### config.mk
export PLATFORM = sky130hd
export DESIGN_NAME = mssel_top
export DESIGN_NICKNAME = d
export VERILOG_FILES = /design/src/logic/mssel_pkg.sv /design/src/logic/mssel_sync.sv /design/src/logic/mssel_top.sv
export VERILOG_INCLUDE_DIRS = /design/src /design/src/logic
export SDC_FILE = /design/constraint.sdc
export NUM_CORES = 1
export LEC_CHECK = 0
export BUFFER_PORTS_ARGS = -buffer_cell sky130_fd_sc_hd__buf_4
export CAP_MARGIN = 25
export CORE_UTILIZATION = 30
export CTS_CLUSTER_DIAMETER = 30
export DETAILED_ROUTE_END_ITERATION = 10
export GPL_TIMING_DRIVEN = 0
export PLACE_DENSITY_LB_ADDON = 0.2
export SLEW_MARGIN = 20
export SYNTH_ARGS = -nofsm -noshare
export SYNTH_HDL_FRONTEND = slang
export SYNTH_HIERARCHICAL = 1
export SYNTH_SLANG_ARGS = --single-unit
export TNS_END_PERCENT = 100
### constraint.sdc
create_clock -name pclk -period 4.4 [get_ports pclk]
set_input_delay 0 -clock pclk [delete_from_list [all_inputs] [get_ports pclk]]
set_output_delay 0 -clock pclk [all_outputs]
set_load 0.01 [all_outputs]
### src/logic/mssel_defines.svh
// Constants for the multi-speed binary select block.
// Assumes inclusion by bare name from the design files.
`ifndef MSSEL_DEFINES_SVH
`define MSSEL_DEFINES_SVH
// ============================================================
// Register map (byte addresses, one aligned word each)
`define MSSEL_ADDR_CTRL      12'h000
`define MSSEL_ADDR_MAP       12'h004
`define MSSEL_ADDR_BASE      12'h008
`define MSSEL_ADDR_MAXF      12'h00C
`define MSSEL_ADDR_STAGE     12'h010
`define MSSEL_ADDR_COMMIT    12'h014
`define MSSEL_ADDR_STATUS    12'h018
`define MSSEL_ADDR_TABLE     12'h040
`define MSSEL_ADDR_TABLE_END 12'h07C
// ============================================================
// Field layouts and reset values
`define MSSEL_MAP_FIELD_W    4
`define MSSEL_MAP_EN_BIT     3
`define MSSEL_CTRL_RUN_BIT   0
// Bit positions used by the bus decode and the select map.
`define MSSEL_MAP_TERM_MSB   2
`define MSSEL_TIX_MSB        5
`define MSSEL_TIX_LSB        2
`define MSSEL_CIX_MSB        3
`define MSSEL_ALIGN_MSB      1
`define MSSEL_HALF_W         16
`define MSSEL_RST_MAP        16'h0000
`define MSSEL_RST_FREQ       16'h0000
`define MSSEL_RST_MAXF       16'hFFFF
`define MSSEL_ZERO_IDX       4'h0
`define MSSEL_ONE_IDX        4'h1
`endif

### src/logic/mssel_pkg.sv
// Types shared by the multi-speed select block.
// Assumes the defines header is compiled alongside.
package mssel_pkg;
  // ============================================================
  // APB request carrier.
  typedef struct packed {
    logic        sel;
    logic        enable;
    logic        write;
    logic [11:0] addr;
    logic [31:0] wdata;
  } mssel_apb_req_t;
  // Target output carrier.
  typedef struct packed {
    logic [15:0] freq;
    logic [3:0]  index;
    logic        clamped;
  } mssel_target_t;
endpackage

### src/logic/mssel_sync.sv
// Three-stage input synchroniser with agreement filter.
// Assumes asynchronous inputs and one clock pclk.
`timescale 1ns/1ns
module mssel_sync #(
  parameter int W = 7
) (
  // Clock and reset.
  input  wire logic         pclk,
  input  wire logic         presetn,
  // Raw and filtered levels.
  input  wire logic [W-1:0] din,
  output logic      [W-1:0] dout
);
  // ============================================================
  logic [W-1:0] s1_r;
  logic [W-1:0] s2_r;
  logic [W-1:0] s3_r;
  logic [W-1:0] dout_nxt;

  // The output word changes only when the second and third stages agree in every bit.
  assign dout_nxt = (s2_r == s3_r) ? s3_r : dout;

  // Shift chain and filtered output.
  always_ff @(posedge pclk or negedge presetn) begin
    if (!presetn) begin
      s1_r <= '0;
      s2_r <= '0;
      s3_r <= '0;
      dout <= '0;
    end else begin
      s1_r <= din;
      s2_r <= s1_r;
      s3_r <= s2_r;
      dout <= dout_nxt;
    end
  end
endmodule

### src/logic/mssel_top.sv
// Multi-speed binary select: sixteen-entry target table chosen by four
// remappable select inputs, registers over APB.
// Assumes terminals are asynchronous levels; APB master on pclk.
// Assumes the package and the defines header are compiled with this file.
// Register map, one aligned word each, data in the low half-word except STATUS, which uses bits 20 to 0:
//   CTRL holds the run bit; the target is zero while it is clear.
//   MAP holds four nibbles, nibble k placing select bit k on a terminal.
//   BASE holds the speed used for index zero.
//   MAXF holds the ceiling applied to every selected speed.
//   STAGE holds the edit value, harmless until it is stored.
//   COMMIT is the store action: STAGE goes to the entry named by the data.
//   STATUS shows the clamp flag, the index and the next target.
//   TABLE shows sixteen read-only entries; entry zero is never used.
// A terminal change reaches the outputs six cycles later.
// The synchroniser costs four cycles and the index and output stages two.
// Every output of this module comes straight from a flip-flop.
//
// The APB register port and the register offsets are this design's own decisions.
`timescale 1ns/1ns
`include "mssel_defines.svh"
module mssel_top
  import mssel_pkg::*;
#(
  parameter int NTERM = 7,
  parameter int NSPD  = 16,
  parameter int FW    = 16
) (
  // Clock and reset.
  input  wire logic             pclk,
  input  wire logic             presetn,
  // APB slave.
  input  wire logic             psel,
  input  wire logic             penable,
  input  wire logic             pwrite,
  input  wire logic [11:0]      paddr,
  input  wire logic [31:0]      pwdata,
  output logic                  pready,
  output logic      [31:0]      prdata,
  output logic                  pslverr,
  // Input terminals.
  input  wire logic [NTERM-1:0] terminal_in,
  // Target frequency out.
  output logic      [FW-1:0]    target_freq,
  output logic      [3:0]       speed_index,
  output logic                  target_clamped,
  output logic                  run_active
);
  // ============================================================
  // Storage and configuration. Entry zero of the table is never read for the
  // target: index zero always takes the base source instead.
  logic [FW-1:0]  table_r [NSPD];
  logic [FW-1:0]  base_frequency_source_r;
  logic [FW-1:0]  max_output_frequency_r;
  logic [FW-1:0]  stage_r;
  logic [15:0]    map_r;
  logic           run_r;
  logic [NTERM-1:0] term_s;
  logic [3:0]     idx_r;
  mssel_apb_req_t req;
  mssel_target_t  tgt_nxt;

  // Decode helper: a select bit from its map nibble; an unassigned bit is zero.
  function automatic logic sel_bit(input logic [3:0] fld, input logic [NTERM-1:0] t);
    logic [`MSSEL_MAP_TERM_MSB:0] term;
    logic                         hit;
    term = fld[`MSSEL_MAP_TERM_MSB:0];
    hit  = 1'b0;
    for (int i = 0; i < NTERM; i++) begin
      if (int'(term) == i) begin
        hit = t[i];
      end
    end
    return fld[`MSSEL_MAP_EN_BIT] & hit;
  endfunction

  // Map nibble that places select bit k.
  function automatic logic [3:0] map_fld(input logic [15:0] m, input int k);
    return m[k*`MSSEL_MAP_FIELD_W +: `MSSEL_MAP_FIELD_W];
  endfunction

  // Word decode: true when the bus address names the given register.
  function automatic logic at_reg(input logic [11:0] a, input logic [11:0] off);
    return a == off;
  endfunction

  // Terminal synchroniser. Every terminal passes three flops and a level is
  // taken once the last two agree, which hides a single-cycle glitch.
  mssel_sync #(.W(NTERM)) u_sync (
    .pclk    (pclk),
    .presetn (presetn),
    .din     (terminal_in),
    .dout    (term_s)
  );

  // ============================================================
  // Bus decode.
  assign req = '{sel: psel, enable: penable, write: pwrite, addr: paddr, wdata: pwdata};
  wire acc       = req.sel & req.enable;
  wire wr        = acc & req.write;
  // Setup cycle: the registered answer is prepared here.
  wire setup     = req.sel & ~req.enable;
  wire in_table  = (req.addr >= `MSSEL_ADDR_TABLE) && (req.addr <= `MSSEL_ADDR_TABLE_END);
  wire [3:0] tix = req.addr[`MSSEL_TIX_MSB:`MSSEL_TIX_LSB];
  wire hit_ctrl  = at_reg(req.addr, `MSSEL_ADDR_CTRL);
  wire hit_map   = at_reg(req.addr, `MSSEL_ADDR_MAP);
  wire hit_base  = at_reg(req.addr, `MSSEL_ADDR_BASE);
  wire hit_maxf  = at_reg(req.addr, `MSSEL_ADDR_MAXF);
  wire hit_stage = at_reg(req.addr, `MSSEL_ADDR_STAGE);
  wire hit_comm  = at_reg(req.addr, `MSSEL_ADDR_COMMIT);
  wire hit_stat  = at_reg(req.addr, `MSSEL_ADDR_STATUS);
  wire mapped    = in_table | hit_ctrl | hit_map | hit_base | hit_maxf | hit_stage
                   | hit_comm | hit_stat;
  wire aligned   = ~|req.addr[`MSSEL_ALIGN_MSB:0];
  wire ok        = mapped & aligned;
  // A write lands only at the access edge, while pready stands.
  wire wr_take   = wr & pready & ok;
  // Commit index sits in the write data; index zero is the base source.
  wire [3:0] cix = req.wdata[`MSSEL_CIX_MSB:0];

  // Select bits, each taken from the terminal that its nibble names.
  wire speed_select_bit0 = sel_bit(map_fld(map_r, 0), term_s);
  wire speed_select_bit1 = sel_bit(map_fld(map_r, 1), term_s);
  wire speed_select_bit2 = sel_bit(map_fld(map_r, 2), term_s);
  wire speed_select_bit3 = sel_bit(map_fld(map_r, 3), term_s);

  // Index assembly: the first select is the least significant bit.
  wire [3:0] idx_nxt = {speed_select_bit3, speed_select_bit2,
                        speed_select_bit1, speed_select_bit0};

  // Target selection and ceiling clamp. A speed above the ceiling is held at
  // the ceiling and flagged, so a table entry can never push the drive past it.
  // While the run bit is clear the target is forced to zero.
  wire [FW-1:0] raw = (idx_r == `MSSEL_ZERO_IDX) ? base_frequency_source_r
                                                 : table_r[idx_r];
  wire over = raw > max_output_frequency_r;
  assign tgt_nxt = '{freq: run_r ? (over ? max_output_frequency_r : raw) : '0,
                     index: idx_r, clamped: run_r & over};

  // Read mux. Only the setup cycle of a read samples it, so a register that
  // changes in the access cycle still returns its setup-cycle value.
  logic [31:0] rd_nxt;
  always_comb begin
    rd_nxt = 32'h0000_0000;
    if (in_table)       rd_nxt = {16'h0000, table_r[tix]};
    else if (hit_ctrl)  rd_nxt = {31'h0000_0000, run_r};
    else if (hit_map)   rd_nxt = {16'h0000, map_r};
    else if (hit_base)  rd_nxt = {16'h0000, base_frequency_source_r};
    else if (hit_maxf)  rd_nxt = {16'h0000, max_output_frequency_r};
    else if (hit_stage) rd_nxt = {16'h0000, stage_r};
    else if (hit_stat)  rd_nxt = {11'h000, tgt_nxt.clamped, idx_r, tgt_nxt.freq};
  end

  // ============================================================
  // APB answer: pready, prdata and pslverr stand in the access cycle only.
  // The slave never inserts a wait state, so every access lasts one cycle.
  always_ff @(posedge pclk or negedge presetn) begin
    if (!presetn) begin
      pready  <= 1'b0;
      prdata  <= 32'h0000_0000;
      pslverr <= 1'b0;
    end else begin
      pready  <= setup;
      prdata  <= (setup & ~req.write & ok) ? rd_nxt : 32'h0000_0000;
      pslverr <= setup & ~ok;
    end
  end

  // Configuration registers; a commit of index zero refills the base source.
  always_ff @(posedge pclk or negedge presetn) begin
    if (!presetn) begin
      map_r                   <= `MSSEL_RST_MAP;
      run_r                   <= 1'b0;
      base_frequency_source_r <= `MSSEL_RST_FREQ;
      max_output_frequency_r  <= `MSSEL_RST_MAXF;
      stage_r                 <= `MSSEL_RST_FREQ;
    end else if (wr_take) begin
      if (hit_ctrl)  run_r <= req.wdata[`MSSEL_CTRL_RUN_BIT];
      if (hit_map)   map_r <= req.wdata[`MSSEL_HALF_W-1:0];
      if (hit_base)  base_frequency_source_r <= req.wdata[FW-1:0];
      if (hit_maxf)  max_output_frequency_r <= req.wdata[FW-1:0];
      if (hit_stage) stage_r <= req.wdata[FW-1:0];
      if (hit_comm && cix == `MSSEL_ZERO_IDX) base_frequency_source_r <= stage_r;
    end
  end

  // Stored speed table: only the store action writes an entry.
  // An edited STAGE value that is never committed leaves every entry as it was.
  always_ff @(posedge pclk or negedge presetn) begin
    if (!presetn) begin
      for (int i = 0; i < NSPD; i++) table_r[i] <= `MSSEL_RST_FREQ;
    end else if (wr_take && hit_comm && cix != `MSSEL_ZERO_IDX) begin
      table_r[cix] <= stage_r;
    end
  end

  // Registered index and outputs. Every output leaves a flip-flop, and the
  // index stage sits between the filter and the table lookup so that the
  // lookup never sees a half-changed select word.
  always_ff @(posedge pclk or negedge presetn) begin
    if (!presetn) begin
      idx_r          <= `MSSEL_ZERO_IDX;
      target_freq    <= `MSSEL_RST_FREQ;
      speed_index    <= `MSSEL_ZERO_IDX;
      target_clamped <= 1'b0;
      run_active     <= 1'b0;
    end else begin
      idx_r          <= idx_nxt;
      target_freq    <= tgt_nxt.freq;
      speed_index    <= tgt_nxt.index;
      target_clamped <= tgt_nxt.clamped;
      run_active     <= run_r;
    end
  end
endmodule

# Word-level counts from Yosys, hierarchy flattened
# Cells that the tools add are included.
dict set report classes {
  n_addsub 0
  bitwise 27
  muxes 50
  div 0
  n_shift 0
  n_eq_ne 31
  reduce_logical 21
  mul 0
  n_lt_le_gt_ge 7
}
# op count
set op_table {}
lappend op_table {{256-bit bitwise mux} 1}
lappend op_table {{16-bit 2-to-1 mux} 10}
lappend op_table {{21-bit 2-to-1 mux} 7}
lappend op_table {{16-bit binary-select mux with 4-bit select} 2}
lappend op_table {{16-bit demux with 4-bit select} 1}
lappend op_table {{3-bit == test (second input constant)} 16}
lappend op_table {{12-bit by 5-bit == test with 1-bit output (second input constant)} 3}
lappend op_table {{32-bit 2-to-1 mux} 1}
lappend op_table {{1-bit 2-to-1 mux} 28}
lappend op_table {{12-bit by 4-bit == test with 1-bit output (second input constant)} 2}
lappend op_table {{3-bit by 2-bit == test with 1-bit output (second input constant)} 8}
lappend op_table {{16-bit > comparator} 1}
lappend op_table {{5-bit >= comparator (second input constant)} 3}
lappend op_table {{4-bit NOT with 5-bit output} 3}
lappend op_table {{1-bit bitwise AND} 14}
lappend op_table {{12-bit by 3-bit == test with 1-bit output (second input constant)} 1}
lappend op_table {{12-bit by 7-bit >= comparator with 1-bit output (second input constant)} 1}
lappend op_table {{12-bit by 7-bit less-or-equal comparator with 1-bit output (second input constant)} 1}
lappend op_table {{12-bit logical NOT} 1}
lappend op_table {{3-bit logical NOT} 4}
lappend op_table {{2-bit AND reduction} 5}
lappend op_table {{4-bit logical NOT} 2}
lappend op_table {{7-bit == test} 1}
lappend op_table {{1-bit bitwise OR} 7}
lappend op_table {{7 further kinds} 13}
dict set report totals {
  regBits 409
  latchBits 0
  word_cells 169
  romBits 0
  n_memories 0
  in_bits 56
  ram_bits 0
}

# Longest topological paths before layout
# Gate-level depths: netlist of the first run.
dict set report depth {
  word_depth 16
  mapped_depth 19
  mapped_depth_nobuf 14
}

# By module
# The synthesis of the first run kept the hierarchy.
# module area_each_um2 seq_area_each_um2 cells_each instances
set by_module_without_submodules {}
lappend by_module_without_submodules {mssel_top 19902.8 9278.9 1512 1}
lappend by_module_without_submodules {mssel_sync 865.8 700.7 44 1}

# Worst setup path before layout of the first run
# OpenSTA, ideal clock, no wires.
dict set report synth_path {
  path_kind {register to register}
  start {register idx_r[1]}
  end {register target_freq[10]}
  path_slack_ps 203
  path_stages_with_launch 15
  period_less_slack_ps 4197
  arrival_time_ps 4077
  setup_time_ps 120
  path_cell_list {dfrtp_1 -> clkbuf_1 -> buf_2 -> clkbuf_1 -> mux4_2 -> mux2i_1 -> mux2i_1 -> ha_1 -> nand4_1 -> or3_1 -> a21oi_1 -> o21ai_0 -> clkbuf_1 -> clkbuf_1 -> o211a_1}
}
# item line_no
set synth_lines {}
lappend synth_lines {{start: declaration} mssel_top.sv:58} ;# logic [3:0] idx_r;
lappend synth_lines {{start signal: assignment} mssel_top.sv:201} ;# idx_r <= `MSSEL_ZERO_IDX;
lappend synth_lines {{start signal: assignment} mssel_top.sv:207} ;# idx_r <= idx_nxt;
lappend synth_lines {{end signal: assignment} mssel_top.sv:202} ;# target_freq <= `MSSEL_RST_FREQ;
lappend synth_lines {{end signal: assignment} mssel_top.sv:208} ;# target_freq <= tgt_nxt.freq;
lappend synth_lines {{end: declaration} mssel_top.sv:43} ;# output logic [FW-1:0] target_freq,

# Worst setup path in the final report of the first run
dict set report layout_path {
  start {register idx_r[1]}
  end {register prdata[14]}
}
dict set report layout_via {
  elab_chain_cells 16
}
# item line_no
set layout_rtl {}
lappend layout_rtl {{4-bit NOT with 5-bit output (not written as such)} mssel_top.sv:134} ;# : table_r[idx_r];
lappend layout_rtl {{16-bit binary-select mux with 4-bit select} mssel_top.sv:134}
lappend layout_rtl {{16-bit 2-to-1 mux (not written as such) (2 in a row)} mssel_top.sv:134}
lappend layout_rtl {{16-bit 2-to-1 mux *} mssel_top.sv:133} ;# wire [FW-1:0] raw = (idx_r == `MSSEL_ZERO_IDX) ? base_frequency_source_r
lappend layout_rtl {{16-bit > comparator} mssel_top.sv:135} ;# wire over = raw > max_output_frequency_r;
lappend layout_rtl {{16-bit 2-to-1 mux * (2 in a row)} mssel_top.sv:136} ;# assign tgt_nxt = '{freq: run_r ? (over ? max_output_frequency_r : raw) : '0,
lappend layout_rtl {{21-bit 2-to-1 mux *} mssel_top.sv:150} ;# else if (hit_stat) rd_nxt = {11'h000, tgt_nxt.clamped, idx_r, tgt_nxt.freq};
lappend layout_rtl {{21-bit 2-to-1 mux *} mssel_top.sv:149} ;# else if (hit_stage) rd_nxt = {16'h0000, stage_r};
lappend layout_rtl {{21-bit 2-to-1 mux *} mssel_top.sv:148} ;# else if (hit_maxf) rd_nxt = {16'h0000, max_output_frequency_r};
lappend layout_rtl {{21-bit 2-to-1 mux *} mssel_top.sv:147} ;# else if (hit_base) rd_nxt = {16'h0000, base_frequency_source_r};
lappend layout_rtl {{21-bit 2-to-1 mux *} mssel_top.sv:146} ;# else if (hit_map) rd_nxt = {16'h0000, map_r};
lappend layout_rtl {{21-bit 2-to-1 mux *} mssel_top.sv:145} ;# else if (hit_ctrl) rd_nxt = {31'h0000_0000, run_r};
lappend layout_rtl {{21-bit 2-to-1 mux *} mssel_top.sv:144} ;# if (in_table) rd_nxt = {16'h0000, table_r[tix]};
lappend layout_rtl {{32-bit 2-to-1 mux *} mssel_top.sv:163} ;# prdata <= (setup & ~req.write & ok) ? rd_nxt : 32'h0000_0000;
lappend layout_rtl {{end signal: assignment} mssel_top.sv:163}
lappend layout_rtl {{end: declaration} mssel_top.sv:38} ;# output logic [31:0] prdata,
# Every way passes the cells marked *; elsewhere a longest branch is shown, timed or not. The select of a mux whose other input is x is not followed.
# A chain may end at the register's enable or synchronous reset.

==> load_flow_metrics.sql, run 1 <==
INSERT INTO impl_metrics (metric_group, metric, value, unit) VALUES
('setup_path', 'critPathTopFamily', 'simple AND/OR/NAND/NOR gates', ''),
('finish', 'layout_cells_sized_above_1', '41.31', '%'),
('synthesis', 'synth_warnings', '6', ''),
('floorplan', 'fp.dieArea', '0.07029', 'mm2'),
('setup_path', 'worst_path_arrival', '4840', 'ps'),
('synthesis', 'syn-instance-count', '1556', ''),
('global_route', 'grt_overflow_total', '0', ''),
('synthesis', 'netlist-cell-type-count', '65', ''),
('timing', 'fmaxAchievable', '230.6', 'MHz'),
('setup_path', 'critical-path-top-cell-by-count', 'sky130_fd_sc_hd__buf_4', ''),
('finish', 'fin_nets', '1853', ''),
('synthesis', 'synth-async-reset-ratio', '100.0', '%'),
('detailed_routing', 'wl_per_cell', '25.75', 'um'),
('cts', 'cts_made_buffers', '98', ''),
('synthesis', 'synth_area_per_cell', '13.35', 'um2'),
('run_status', 'outcome', 'finished clean', ''),
('finish', 'finish.utilization', '39.07', '%'),
('timing', 'maxSlewViolCount', '0', ''),
('floorplan', 'std_cell_rows', '96', ''),
('pwr', 'share_of_total_power_in_combinational_logic', '3.0', '%'),
('timing', 'worst_rel_slew_slack', '23.36', '%'),
('timing', 'finalSetupViolCount', '0', ''),
('detailed_routing', 'vias', '14856', ''),
('floorplan', 'io-pin-count', '112', ''),
('cts', 'max-clock-path-buffers', '3', ''),
('timing', 'final_period_minus_worst_setup_slack', '4336', 'ps'),
('cts', 'tritoncts', 'done', ''),
('cts', 'cts_sinks', '398', ''),
('setup_path', 'cp_cell_sequence', 'buf_4, buf_4, mux4_2, mux2i_1, mux2i_2, buf_4, ha_1, nand4_1, or3_4, nand2b_2, nand2_8, nand2_4, buf_4, o311a_1, o32ai_2', ''),
('global_route', 'largest_net_degree_at_the_start_of_global_routing', '100', ''),
('setup_path', 'worstSetupEndpointType', 'flop', ''),
('cts', 'clkTransAtPathRegs', '50', 'ps'),
('synthesis', 'synth_sequential_area_ratio', '48.05', '%'),
('finish', 'area.growth.synth_to_final', '29.04', '%'),
('setup_path', 'critical_path_buf_inv_count', '4', ''),
('pwr', 'p_sw_share', '21.84', '%'),
('floorplan', 'dieWidth', '265.1', 'um'),
('detailed_routing', 'drtIter0Drc', '1161', ''),
('pwr', 'ir_worst_vdd', '0.0002520', 'V'),
('setup_path', 'critical_path.startpoint_type', 'flop', ''),
('pwr', 'pwr-share-clk', '64.2', '%'),
('synthesis', 'synth.largest_area_cell', 'sky130_fd_sc_hd__dfrtp_1', ''),
('pwr', 'switchingPower', '2485', 'uW'),
('pwr', 'cellLeakagePower', '0.01227', 'uW'),
('timing', 'timing.hold.ws', '10.35', 'ps'),
('cts', 'clkLatencyLatePin', '630', 'ps'),
('synthesis', 'post_synth_most_frequent_cells', 'sky130_fd_sc_hd__dfrtp_1, sky130_fd_sc_hd__mux2_2, sky130_fd_sc_hd__mux4_2', ''),
('placement', 'numPortBuffers', '83', ''),
('setup_path', 'cp_data_required_time', '4910', 'ps'),
('timing', 'min_period_over_period', '98.54', '%'),
('setup_path', 'worst_setup_path_class', 'flop to flop', ''),
('global_route', 'number_of_global_route_vias_before_repair', '15660', ''),
('pwr', 'internal-power', '8895', 'uW'),
('placement', 'gp_congestion', '0.9486', ''),
('placement', 'post_detailed_placement_half_perimeter_wirelength', '52.83', 'mm'),
('detailed_routing', 'routed_wirelength', '71.84', 'mm'),
('synthesis', 'ys_ff_latch', '398', ''),
('timing', 'rsz0062_at_grt', 'false', ''),
('synthesis', 'yosys.area.top_type_share', '46.03', '%'),
('pwr', 'powerDensity', '424.7', 'mW/mm2'),
('timing', 'tightestPinTransition', '1145', 'ps'),
('setup_path', 'max_stage_delay', '490', 'ps'),
('job', 'max_cap_violations', '0', ''),
('synthesis', 'mappedNetlistArea', '0.02077', 'mm2'),
('timing', 'skew', '24.30', 'ps'),
('hold_path', 'hp-class', 'primary input to asynchronous set/reset pin', ''),
('synthesis', 'top_count_cell_post_synth', 'sky130_fd_sc_hd__dfrtp_1', ''),
('placement', 'pre_cts_ws', '-2423', 'ps'),
('cts', 'cts-htree-levels', '3', ''),
('synthesis', 'postSynth.topFlopCell', 'sky130_fd_sc_hd__dfrtp_1', ''),
('timing', 'final_critical_path_setup_slack', '64.21', 'ps');
## area by class of cell
cell class | count | area, um2
Buffer | 153 | 954.7
Clock buffer | 127 | 2754
Clock inverter | 51 | 629.4
Fill cell | 6464 | 41790
Inverter | 30 | 112.6
Multi-Input combinational cell | 978 | 10100
Sequential cell | 398 | 9985
Tap cell | 931 | 1165
Timing Repair Buffer | 122 | 1096
## per-layer routing
metal / vias up / wire length (um) / GRT usage (%)
li1: 6323 / - / -
met1: 7917 / 31800 / 27.99
met2: 463 / 33140 / 32.12
met3: 153 / 4436 / 5.008
met4: 0 / 2465 / 7.343
met5: - / 0 / 0
## registers in the layout, summed over array words and instances (netlist names)
signal,cells
base_frequency_source_r,16
idx_r,4
map_r,16
max_output_frequency_r,16
prdata,21
pready,1
pslverr,1
run_active,1
run_r,1
speed_index,4
stage_r,16
table_r,256
target_clamped,1
target_freq,16
u_sync/dout,7
u_sync/s1_r,7
u_sync/s2_r,7
u_sync/s3_r,7
## through the flow
| step | setup TNS (ps) | cell area [um2] | instances | power, uW |
|---|---|---|---|---|
| floorplan | 0 | 20810 | 1566 | 3907 |
| global placement | -338700 | 22590 | 2580 | 4085 |
| detailed placement | -72970 | 22740 | 2586 | 4108 |
| CTS | 0 | 26770 | 2791 | 11490 |
| global route | 0 | 26800 | 2790 | 11740 |
| finish | 0 | 26800 | 2790 | 11380 |
## final timing paths
kind | startpoint | end | slack, ps | cells past startpoint
worst min register to register | u_sync/s1_r[2] | u_sync/s2_r[2] | 350 | 0
worst max register to register | idx_r[1] | prdata[14] | 60 | 15
max in group asynchronous | presetn | table_r[226] | 3410 | 4
worst min-delay path | presetn | max_output_frequency_r[11] | 10 | 2
worst max-delay path | idx_r[1] | prdata[14] | 60 | 15
min in group pclk | pwdata[2] | max_output_frequency_r[2] | 40 | 4
## timing repair
item | in CTS | in global routing
hold buffers | 27 | 0
resized for setup | 107 | 13
endpoints found under the setup margin | 34 | 23
gates cloned | 0 | 0
pin swaps | 4 | 2
setup buffers | 6 | 0
hold endpoints to repair | 287 | 0
## layout by cell type, fill, tap and decap left out, types with 13 or more instances in the layout
master                          netlist  final
sky130_fd_sc_hd__dfrtp_1            382    380
sky130_fd_sc_hd__mux2_2             190    190
sky130_fd_sc_hd__buf_4               15    110
sky130_fd_sc_hd__clkbuf_16            0    102
sky130_fd_sc_hd__mux4_2             102    102
sky130_fd_sc_hd__clkbuf_1           100     88
sky130_fd_sc_hd__a21oi_1             77     76
sky130_fd_sc_hd__mux2i_1             75     70
sky130_fd_sc_hd__mux2_4              70     70
sky130_fd_sc_hd__nor2_1              72     67
sky130_fd_sc_hd__nand2_1             41     38
sky130_fd_sc_hd__o22ai_1             36     35
sky130_fd_sc_hd__a22oi_1             30     30
sky130_fd_sc_hd__mux2_1              30     30
sky130_fd_sc_hd__inv_1               29     29
sky130_fd_sc_hd__dlygate4sd3_1        0     26
sky130_fd_sc_hd__clkbuf_8             0     18
sky130_fd_sc_hd__o21ai_0             19     18
sky130_fd_sc_hd__clkinv_2             0     18
sky130_fd_sc_hd__buf_6               12     16
sky130_fd_sc_hd__buf_2               23     16
sky130_fd_sc_hd__ha_1                16     16
sky130_fd_sc_hd__dfstp_2             16     16
sky130_fd_sc_hd__nor3b_1             13     13
sky130_fd_sc_hd__o211a_1             13     13
## cell families after synthesis
logic type               synth area share (%)
multiplexers                            31.66
flip-flops                              48.05
AO/OA/AOI/OAI                           8.561
AND/OR/NAND/NOR                         6.115
buffers and inverters                   4.332
adder cells (fa/ha/maj)                0.9639
XOR/XNOR                               0.2952
other                                 0.01806
## power groups by stage
stage | Clock, uW | Combinational, uW | Sequential [uW]
2_1_floorplan | 0 | 136 | 3770
3_3_place_gp | 0 | 303 | 3780
3_5_place_dp | 0 | 324 | 3780
4_1_cts | 7410 | 349 | 3730
5_1_grt | 7640 | 372 | 3730
6_report | 7310 | 342 | 3730
## worst register-to-register path, stage by stage, from the launching register on
cell,delay (ps)
sky130_fd_sc_hd__dfrtp_2,490
sky130_fd_sc_hd__buf_4,330
sky130_fd_sc_hd__buf_4,320
sky130_fd_sc_hd__mux4_2,400
sky130_fd_sc_hd__mux2i_1,230
sky130_fd_sc_hd__mux2i_2,100
sky130_fd_sc_hd__buf_4,170
sky130_fd_sc_hd__ha_1,290
sky130_fd_sc_hd__nand4_1,130
sky130_fd_sc_hd__or3_4,460
sky130_fd_sc_hd__nand2b_2,250
sky130_fd_sc_hd__nand2_8,120
sky130_fd_sc_hd__nand2_4,100
sky130_fd_sc_hd__buf_4,210
sky130_fd_sc_hd__o311a_1,350
sky130_fd_sc_hd__o32ai_2,280
Power figures use the tool's default switching activity.
==> run 2: changes to the inputs <==
Settings changed: CELL_PAD_IN_SITES_DETAIL_PLACEMENT set to 1, CELL_PAD_IN_SITES_GLOBAL_PLACEMENT set to 2.
==> load_flow_metrics.sql, run 2 (synthesis results as in run 1) <==
INSERT INTO impl_metrics (metric_group, metric, value, unit) VALUES
('run_status', 'outcome', 'finished clean', ''),
('setup_path', 'r2r_start', 'idx_r[2]', ''),
('setup_path', 'worstRegToRegCells', '17', ''),
('finish', 'number_of_flip_flops_under_the_largest_register_name', '256', ''),
('floorplan', 'dieWidth', '265.1', 'um'),
('timing', 'finalSetupViolCount', '0', ''),
('finish', 'largest-register', 'table_r', ''),
('setup_path', 'critical-path-slowest-cell', 'sky130_fd_sc_hd__dfrtp_4', ''),
('cts', 'clkTransAtPathRegs', '50', 'ps'),
('global_route', 'globalRouteTotalUtil', '22.47', '%'),
('setup_path', 'worstSetupEndpointType', 'flop', ''),
('global_route', 'number_of_global_route_vias_before_repair', '16425', ''),
('setup_path', 'worst_path_arrival', '4810', 'ps'),
('cts', 'max-clock-path-buffers', '3', ''),
('timing', 'rsz0062_at_grt', 'false', ''),
('floorplan', 'initial_core_util', '30.28', '%'),
('detailed_routing', 'drtIter0Drc', '969', ''),
('detailed_routing', 'wl_per_cell', '27.29', 'um'),
('finish', 'top_regs', 'table_r (256), prdata (21)', ''),
('cts', 'cts-htree-levels', '3', ''),
('setup_path', 'worstSetupPathDepth', '17', ''),
('finish', 'finish.utilization', '40.42', '%'),
('timing', 'min_period_over_period', '96.63', '%'),
('setup_path', 'max_stage_delay', '540', 'ps'),
('detailed_routing', 'routed_wirelength', '77.46', 'mm'),
('floorplan', 'io-pin-count', '112', ''),
('setup_path', 'critical_path.reg2reg.endpoint', 'prdata[14]', ''),
('pwr', 'ir_worst_vdd', '0.0003414', 'V'),
('finish', 'area.growth.synth_to_final', '33.47', '%'),
('setup_path', 'endpoint_of_the_most_critical_setup_path', 'prdata[14]', ''),
('floorplan', 'std_cell_rows', '96', ''),
('detailed_routing', 'vias', '14958', ''),
('setup_path', 'worst_setup_path_class', 'flop to flop', ''),
('timing', 'final_period_minus_worst_setup_slack', '4252', 'ps'),
('setup_path', 'critical_path.startpoint_type', 'flop', ''),
('setup_path', 'cp_data_required_time', '4960', 'ps'),
('timing', 'skew', '29.10', 'ps'),
('finish', 'layout_cells_sized_above_1', '42.27', '%'),
('timing', 'timing.hold.ws', '33.89', 'ps'),
('finish', 'antennaDiodeCount', '0', ''),
('setup_path', 'critical_path_buf_inv_count', '6', ''),
('global_route', 'grt_pass1_wl', '115.4', 'mm'),
('cts', 'cts_made_buffers', '112', ''),
('pwr', 'cellLeakagePower', '0.01268', 'uW'),
('timing', 'maxSlewViolCount', '0', ''),
('global_route', 'antenna_found_initial', '0', ''),
('hold_path', 'hp-class', 'primary input to flop', ''),
('finish', 'mostFrequentLayoutCells', 'sky130_fd_sc_hd__dfrtp_1, sky130_fd_sc_hd__mux2_2, sky130_fd_sc_hd__clkbuf_16, sky130_fd_sc_hd__buf_4, sky130_fd_sc_hd__mux4_2', ''),
('detailed_routing', 'vias_per_cell', '5.271', ''),
('job', 'max_cap_violations', '0', ''),
('detailed_routing', 'antenna_violating_nets_post_route', '0', ''),
('cts', 'cts_sinks', '398', ''),
('timing', 'worst_rel_slew_slack', '25.77', '%'),
('hold_path', 'hold_path_depth', '5', ''),
('setup_path', 'critPathTopFamily', 'compound AO/OA/AOI/OAI gates', ''),
('cts', 'clkLatencyLatePin', '670', 'ps'),
('detailed_routing', 'total_iterations_of_the_first_detailed_routing_run', '5', ''),
('pwr', 'powerDensity', '457.3', 'mW/mm2'),
('placement', 'gp_congestion', '0.8536', ''),
('global_route', 'grt_overflow_total', '0', ''),
('timing', 'final_hold_viol_count', '0', ''),
('finish', 'layout_commonest_cell', 'sky130_fd_sc_hd__dfrtp_1', ''),
('timing', 'fmaxAchievable', '235.2', 'MHz'),
('finish', 'fin_nets', '1882', ''),
('setup_path', 'crit_path_start', 'idx_r[2]', ''),
('floorplan', 'core_region_area', '0.06859', 'mm2'),
('floorplan', 'fp.dieArea', '0.07029', 'mm2'),
('setup_path', 'crit_fanout', '10', ''),
('setup_path', 'reg2reg_slack', '150', 'ps'),
('detailed_routing', 'drc_errors', '0', ''),
('timing', 'setup-tns-final', '0', 'ps'),
('cts', 'tritoncts', 'done', ''),
('setup_path', 'cp_cell_sequence', 'buf_12, buf_4, clkbuf_2, a211oi_2, nor2_2, o21a_2, inv_1, ha_1, a21oi_1, o21ai_0, a221o_1, buf_4, nand2_4, nand2_4, clkbuf_8, o311a_1, o32ai_2', ''),
('timing', 'tightestPinTransition', '1113', 'ps'),
('floorplan', 'die_h', '265.1', 'um'),
('global_route', 'largest_net_degree_at_the_start_of_global_routing', '91', ''),
('cts', 'clock_tree_root', 'sky130_fd_sc_hd__clkbuf_16', ''),
('placement', 'numPortBuffers', '83', ''),
('placement', 'post_detailed_placement_half_perimeter_wirelength', '55.47', 'mm');
==> run 2: cell count changes in the layout (fill, tap and decap cells not counted), sizes merged <==
| cell | before | now |
|---|---|---|
| dlygate4sd3 | 26 | 36 |
| buf | 157 | 165 |
| clkdlybuf4s18 | 1 | 0 |
| bufinv | 12 | 17 |
| clkinv | 26 | 25 |
| clkbuf | 218 | 246 |
| clkinvlp | 10 | 9 |
==> run 2: worst min path at each step <==
stage	slack, ps	start	end
final	30	pwrite	prdata[3]
after global routing	40	pwdata[0]	table_r[80]
after CTS	10	pwdata[0]	table_r[80]
after detailed placement	30	presetn	table_r[241]
after global placement	110	terminal_in[0]	u_sync/s1_r[0]
after floorplan	-300	presetn	base_frequency_source_r[0]
==> run 2: worst reg2reg max path, cell delays in order, from the launching register on <==
cell	delay [ps]
sky130_fd_sc_hd__dfrtp_4	540
sky130_fd_sc_hd__buf_12	160
sky130_fd_sc_hd__buf_4	150
sky130_fd_sc_hd__clkbuf_2	310
sky130_fd_sc_hd__a211oi_2	330
sky130_fd_sc_hd__nor2_2	120
sky130_fd_sc_hd__o21a_2	270
sky130_fd_sc_hd__inv_1	110
sky130_fd_sc_hd__ha_1	260
sky130_fd_sc_hd__a21oi_1	140
sky130_fd_sc_hd__o21ai_0	110
sky130_fd_sc_hd__a221o_1	350
sky130_fd_sc_hd__buf_4	190
sky130_fd_sc_hd__nand2_4	150
sky130_fd_sc_hd__nand2_4	110
sky130_fd_sc_hd__clkbuf_8	200
sky130_fd_sc_hd__o311a_1	350
sky130_fd_sc_hd__o32ai_2	300
==> run 2: report_power, final <==
part	leakage, uW	total, uW	switching [uW]	internal, uW
clock	0.00197	8600	2540	6050
sequential	0.00545	3730	28.3	3700
combinational	0.00526	349	218	131
==> run 2: cell type report <==
class,count,area (um2)
fill,7034,40870
multi-input combinational,978,10190
sequential,398,9987
clock buffer,157,3212
timing repair buffer,137,1246
tap,931,1165
buffer,153,954.7
clock inverter,54,853.3
inverter,30,112.6
==> run 2: what timing repair did <==
| action | 4_1_cts | 5_1_grt |
|---|---|---|
| cloned | 0 | 0 |
| hold buffers | 37 | 0 |
| buffers inserted | 7 | 4 |
| resized for setup | 113 | 22 |
| endpoints found under the hold margin | 300 | 0 |
| pin swaps | 5 | 3 |
| setup endpoints to repair | 34 | 27 |
==> run 2: metrics by stage <==
| stage | total power, uW | cells | setup WS [ps] | cell area [um2] |
|---|---|---|---|---|
| final | 12680 | 2838 | 148.2 | 27720 |
| after detailed placement | 4107 | 2585 | -2658 | 22730 |
| after floorplan | 3907 | 1566 | 202.8 | 20810 |
| after CTS | 12820 | 2835 | 13.78 | 27610 |
| after global routing | 13050 | 2838 | 0.4663 | 27720 |
| after global placement | 4088 | 2580 | -2569 | 22590 |
==> run 2: metal layers <==
layer | part of all wire (%) | track usage [%] | vias to the layer above
met4 | 3.4 | 8.436 | 0
li1 | - | - | 6413
met3 | 4.2 | 4.120 | 140
met2 | 48 | 35.89 | 375
met5 | 0 | 0 | -
met1 | 45 | 30.31 | 8030
==> run 3: changes to the inputs <==
Settings changed: HOLD_SLACK_MARGIN set to 0.15.
==> load_flow_metrics.sql, run 3 (synthesis results as in run 1) <==
INSERT INTO impl_metrics (metric_group, metric, value, unit) VALUES
('detailed_routing', 'drtIter0Drc', '1003', ''),
('floorplan', 'die_h', '265.1', 'um'),
('pwr', 'cellLeakagePower', '0.01276', 'uW'),
('detailed_routing', 'routed_wirelength', '77.88', 'mm'),
('detailed_routing', 'vias_per_cell', '5.270', ''),
('finish', 'layout_commonest_cell', 'sky130_fd_sc_hd__dfrtp_1', ''),
('floorplan', 'fp.dieArea', '0.07029', 'mm2'),
('global_route', 'grt_overflow_total', '0', ''),
('cts', 'clkTransAtPathRegs', '40', 'ps'),
('floorplan', 'std_cell_rows', '96', ''),
('finish', 'largest-register', 'table_r', ''),
('hold_path', 'hp-class', 'primary input to flop', ''),
('detailed_routing', 'wl_per_cell', '27.25', 'um'),
('timing', 'worst_rel_slew_slack', '26.40', '%'),
('cts', 'cts_sinks', '398', ''),
('placement', 'post_detailed_placement_half_perimeter_wirelength', '55.47', 'mm'),
('timing', 'rsz0062_at_grt', 'false', ''),
('global_route', 'number_of_global_route_vias_before_repair', '16523', ''),
('placement', 'post-place-cells', '2585', ''),
('cts', 'clkLatencyLatePin', '680', 'ps'),
('cts', 'clock_tree_root', 'sky130_fd_sc_hd__clkbuf_16', ''),
('setup_path', 'cp_cell_sequence', 'buf_2, buf_6, mux2i_1, o22ai_1, nor2_2, o21a_2, inv_1, ha_1, nand4_1, or3_1, nand2b_1, buf_2, o21ai_4, clkbuf_8, clkbuf_4, nand2_1, o211a_1', ''),
('setup_path', 'max_stage_delay', '530', 'ps'),
('setup_path', 'critical-path-slowest-cell', 'sky130_fd_sc_hd__dfrtp_4', ''),
('timing', 'skew', '30.77', 'ps'),
('detailed_routing', 'vias', '15062', ''),
('finish', 'fin_nets', '1901', ''),
('floorplan', 'core_region_area', '0.06859', 'mm2'),
('setup_path', 'critical_path.startpoint_type', 'flop', ''),
('finish', 'top_regs', 'table_r (256), prdata (21)', ''),
('timing', 'finalSetupViolCount', '0', ''),
('finish', 'stdcell_count', '2858', ''),
('cts', 'tritoncts', 'done', ''),
('placement', 'placed_area', '0.02273', 'mm2'),
('finish', 'mostFrequentLayoutCells', 'sky130_fd_sc_hd__dfrtp_1, sky130_fd_sc_hd__mux2_2, sky130_fd_sc_hd__clkbuf_16, sky130_fd_sc_hd__buf_4, sky130_fd_sc_hd__mux4_2', ''),
('timing', 'final_period_minus_worst_setup_slack', '4256', 'ps'),
('pwr', 'powerDensity', '454.5', 'mW/mm2'),
('timing', 'min_period_over_period', '96.72', '%'),
('cts', 'max-clock-path-buffers', '3', ''),
('placement', 'gp_congestion', '0.8536', ''),
('finish', 'layout_cells_sized_above_1', '41.85', '%'),
('timing', 'fmaxAchievable', '235.0', 'MHz'),
('setup_path', 'worst_path_arrival', '4800', 'ps'),
('setup_path', 'cp_data_required_time', '4940', 'ps'),
('floorplan', 'initial_core_util', '30.28', '%'),
('placement', 'numPortBuffers', '83', ''),
('setup_path', 'worst_setup_path_class', 'flop to flop', ''),
('timing', 'maxSlewViolCount', '0', ''),
('setup_path', 'critical_path_buf_inv_count', '6', ''),
('global_route', 'antenna_found_initial', '0', ''),
('detailed_routing', 'total_iterations_of_the_first_detailed_routing_run', '5', ''),
('setup_path', 'crit_fanout', '10', ''),
('finish', 'area.growth.synth_to_final', '34.40', '%'),
('pwr', 'ir_worst_vdd', '0.0003409', 'V'),
('global_route', 'globalRouteTotalUtil', '22.58', '%'),
('pwr', 'design_power_total', '12690', 'uW'),
('detailed_routing', 'drc_errors', '0', ''),
('finish', 'finish.instance_area', '0.02791', 'mm2'),
('finish', 'number_of_flip_flops_under_the_largest_register_name', '256', ''),
('setup_path', 'worstSetupEndpointType', 'flop', ''),
('cts', 'cts_made_buffers', '112', ''),
('setup_path', 'critical-path-top-cell-by-count', 'sky130_fd_sc_hd__buf_2', ''),
('run_status', 'outcome', 'finished clean', ''),
('floorplan', 'io-pin-count', '112', ''),
('timing', 'timing.hold.ws', '154.0', 'ps'),
('job', 'max_cap_violations', '0', ''),
('floorplan', 'dieWidth', '265.1', 'um'),
('global_route', 'largest_net_degree_at_the_start_of_global_routing', '91', ''),
('finish', 'n_fill_cell', '7027', ''),
('timing', 'final_hold_viol_count', '0', ''),
('cts', 'cts-htree-levels', '3', ''),
('timing', 'tightestPinTransition', '1104', 'ps'),
('detailed_routing', 'antenna_violating_nets_post_route', '0', ''),
('setup_path', 'critPathTopFamily', 'buffers and inverters', ''),
('global_route', 'grt_pass1_wl', '115.9', 'mm');
==> run 3: stage by stage <==
stage	TNS (ps)	setup slack, ps	utilization (%)
5_1_grt	0	0.4663	40.69
2_1_floorplan	0	202.8	-
4_1_cts	0	13.78	40.53
6_report	0	144.1	40.70
3_5_place_dp	-77370	-2658	33.15
3_3_place_gp	-428900	-2569	32.94
==> run 3: report_power, final <==
group	internal (uW)	switching [uW]	total (uW)
clock	6050	2540	8590
combinational	141	221	362
sequential	3700	28.5	3730
==> run 3: worst min-delay path: cells and delay by family <==
kind / cells / cell delay, ps
mux: 1 / 290
simple gates: 1 / 200
buf+inv: 1 / 170
compound gates: 1 / 90
==> run 3: final timing paths <==
kind / startpoint / to / slack [ps] / cells past startpoint
max in group asynchronous: presetn / idx_r[2] / 2880 / 5
min in group asynchronous: presetn / max_output_frequency_r[3] / 500 / 3
worst min-delay path: paddr[5] / prdata[0] / 150 / 4
worst max-delay path: idx_r[1] / target_freq[7] / 140 / 17
worst max register to register: idx_r[1] / target_freq[7] / 140 / 17
worst min register to register: u_sync/s1_r[4] / u_sync/s2_r[4] / 340 / 0
==> run 3: what timing repair did <==
| action | 4_1_cts | 5_1_grt |
|---|---|---|
| endpoints found under the setup margin | 34 | 27 |
| resized for setup | 113 | 22 |
| buffers inserted | 7 | 4 |
| hold buffers | 56 | 0 |
| pin swaps | 5 | 3 |
| hold endpoints to repair | 350 | 0 |
==> run 3: layout make-up <==
type | count | area, um2 | share of cell area [%]
Multi-Input combinational cell | 978 | 10190 | 36.51
Sequential cell | 398 | 9987 | 35.78
Clock buffer | 157 | 3212 | 11.51
Timing Repair Buffer | 156 | 1436 | 5.146
Tap cell | 931 | 1165 | 4.173
Buffer | 153 | 954.7 | 3.420
Clock inverter | 54 | 853.3 | 3.057
Inverter | 30 | 112.6 | 0.4034
Antenna cell | 1 | 2.502 | 0.008965
==> run 3: layer usage <==
metal	wire [um]	vias to the layer above	GRT usage [%]
met5	0	-	0
met3	3497	135	3.990
li1	-	6442	-
met4	2584	0	8.405
met1	34680	8105	30.45
met2	37120	380	36.21
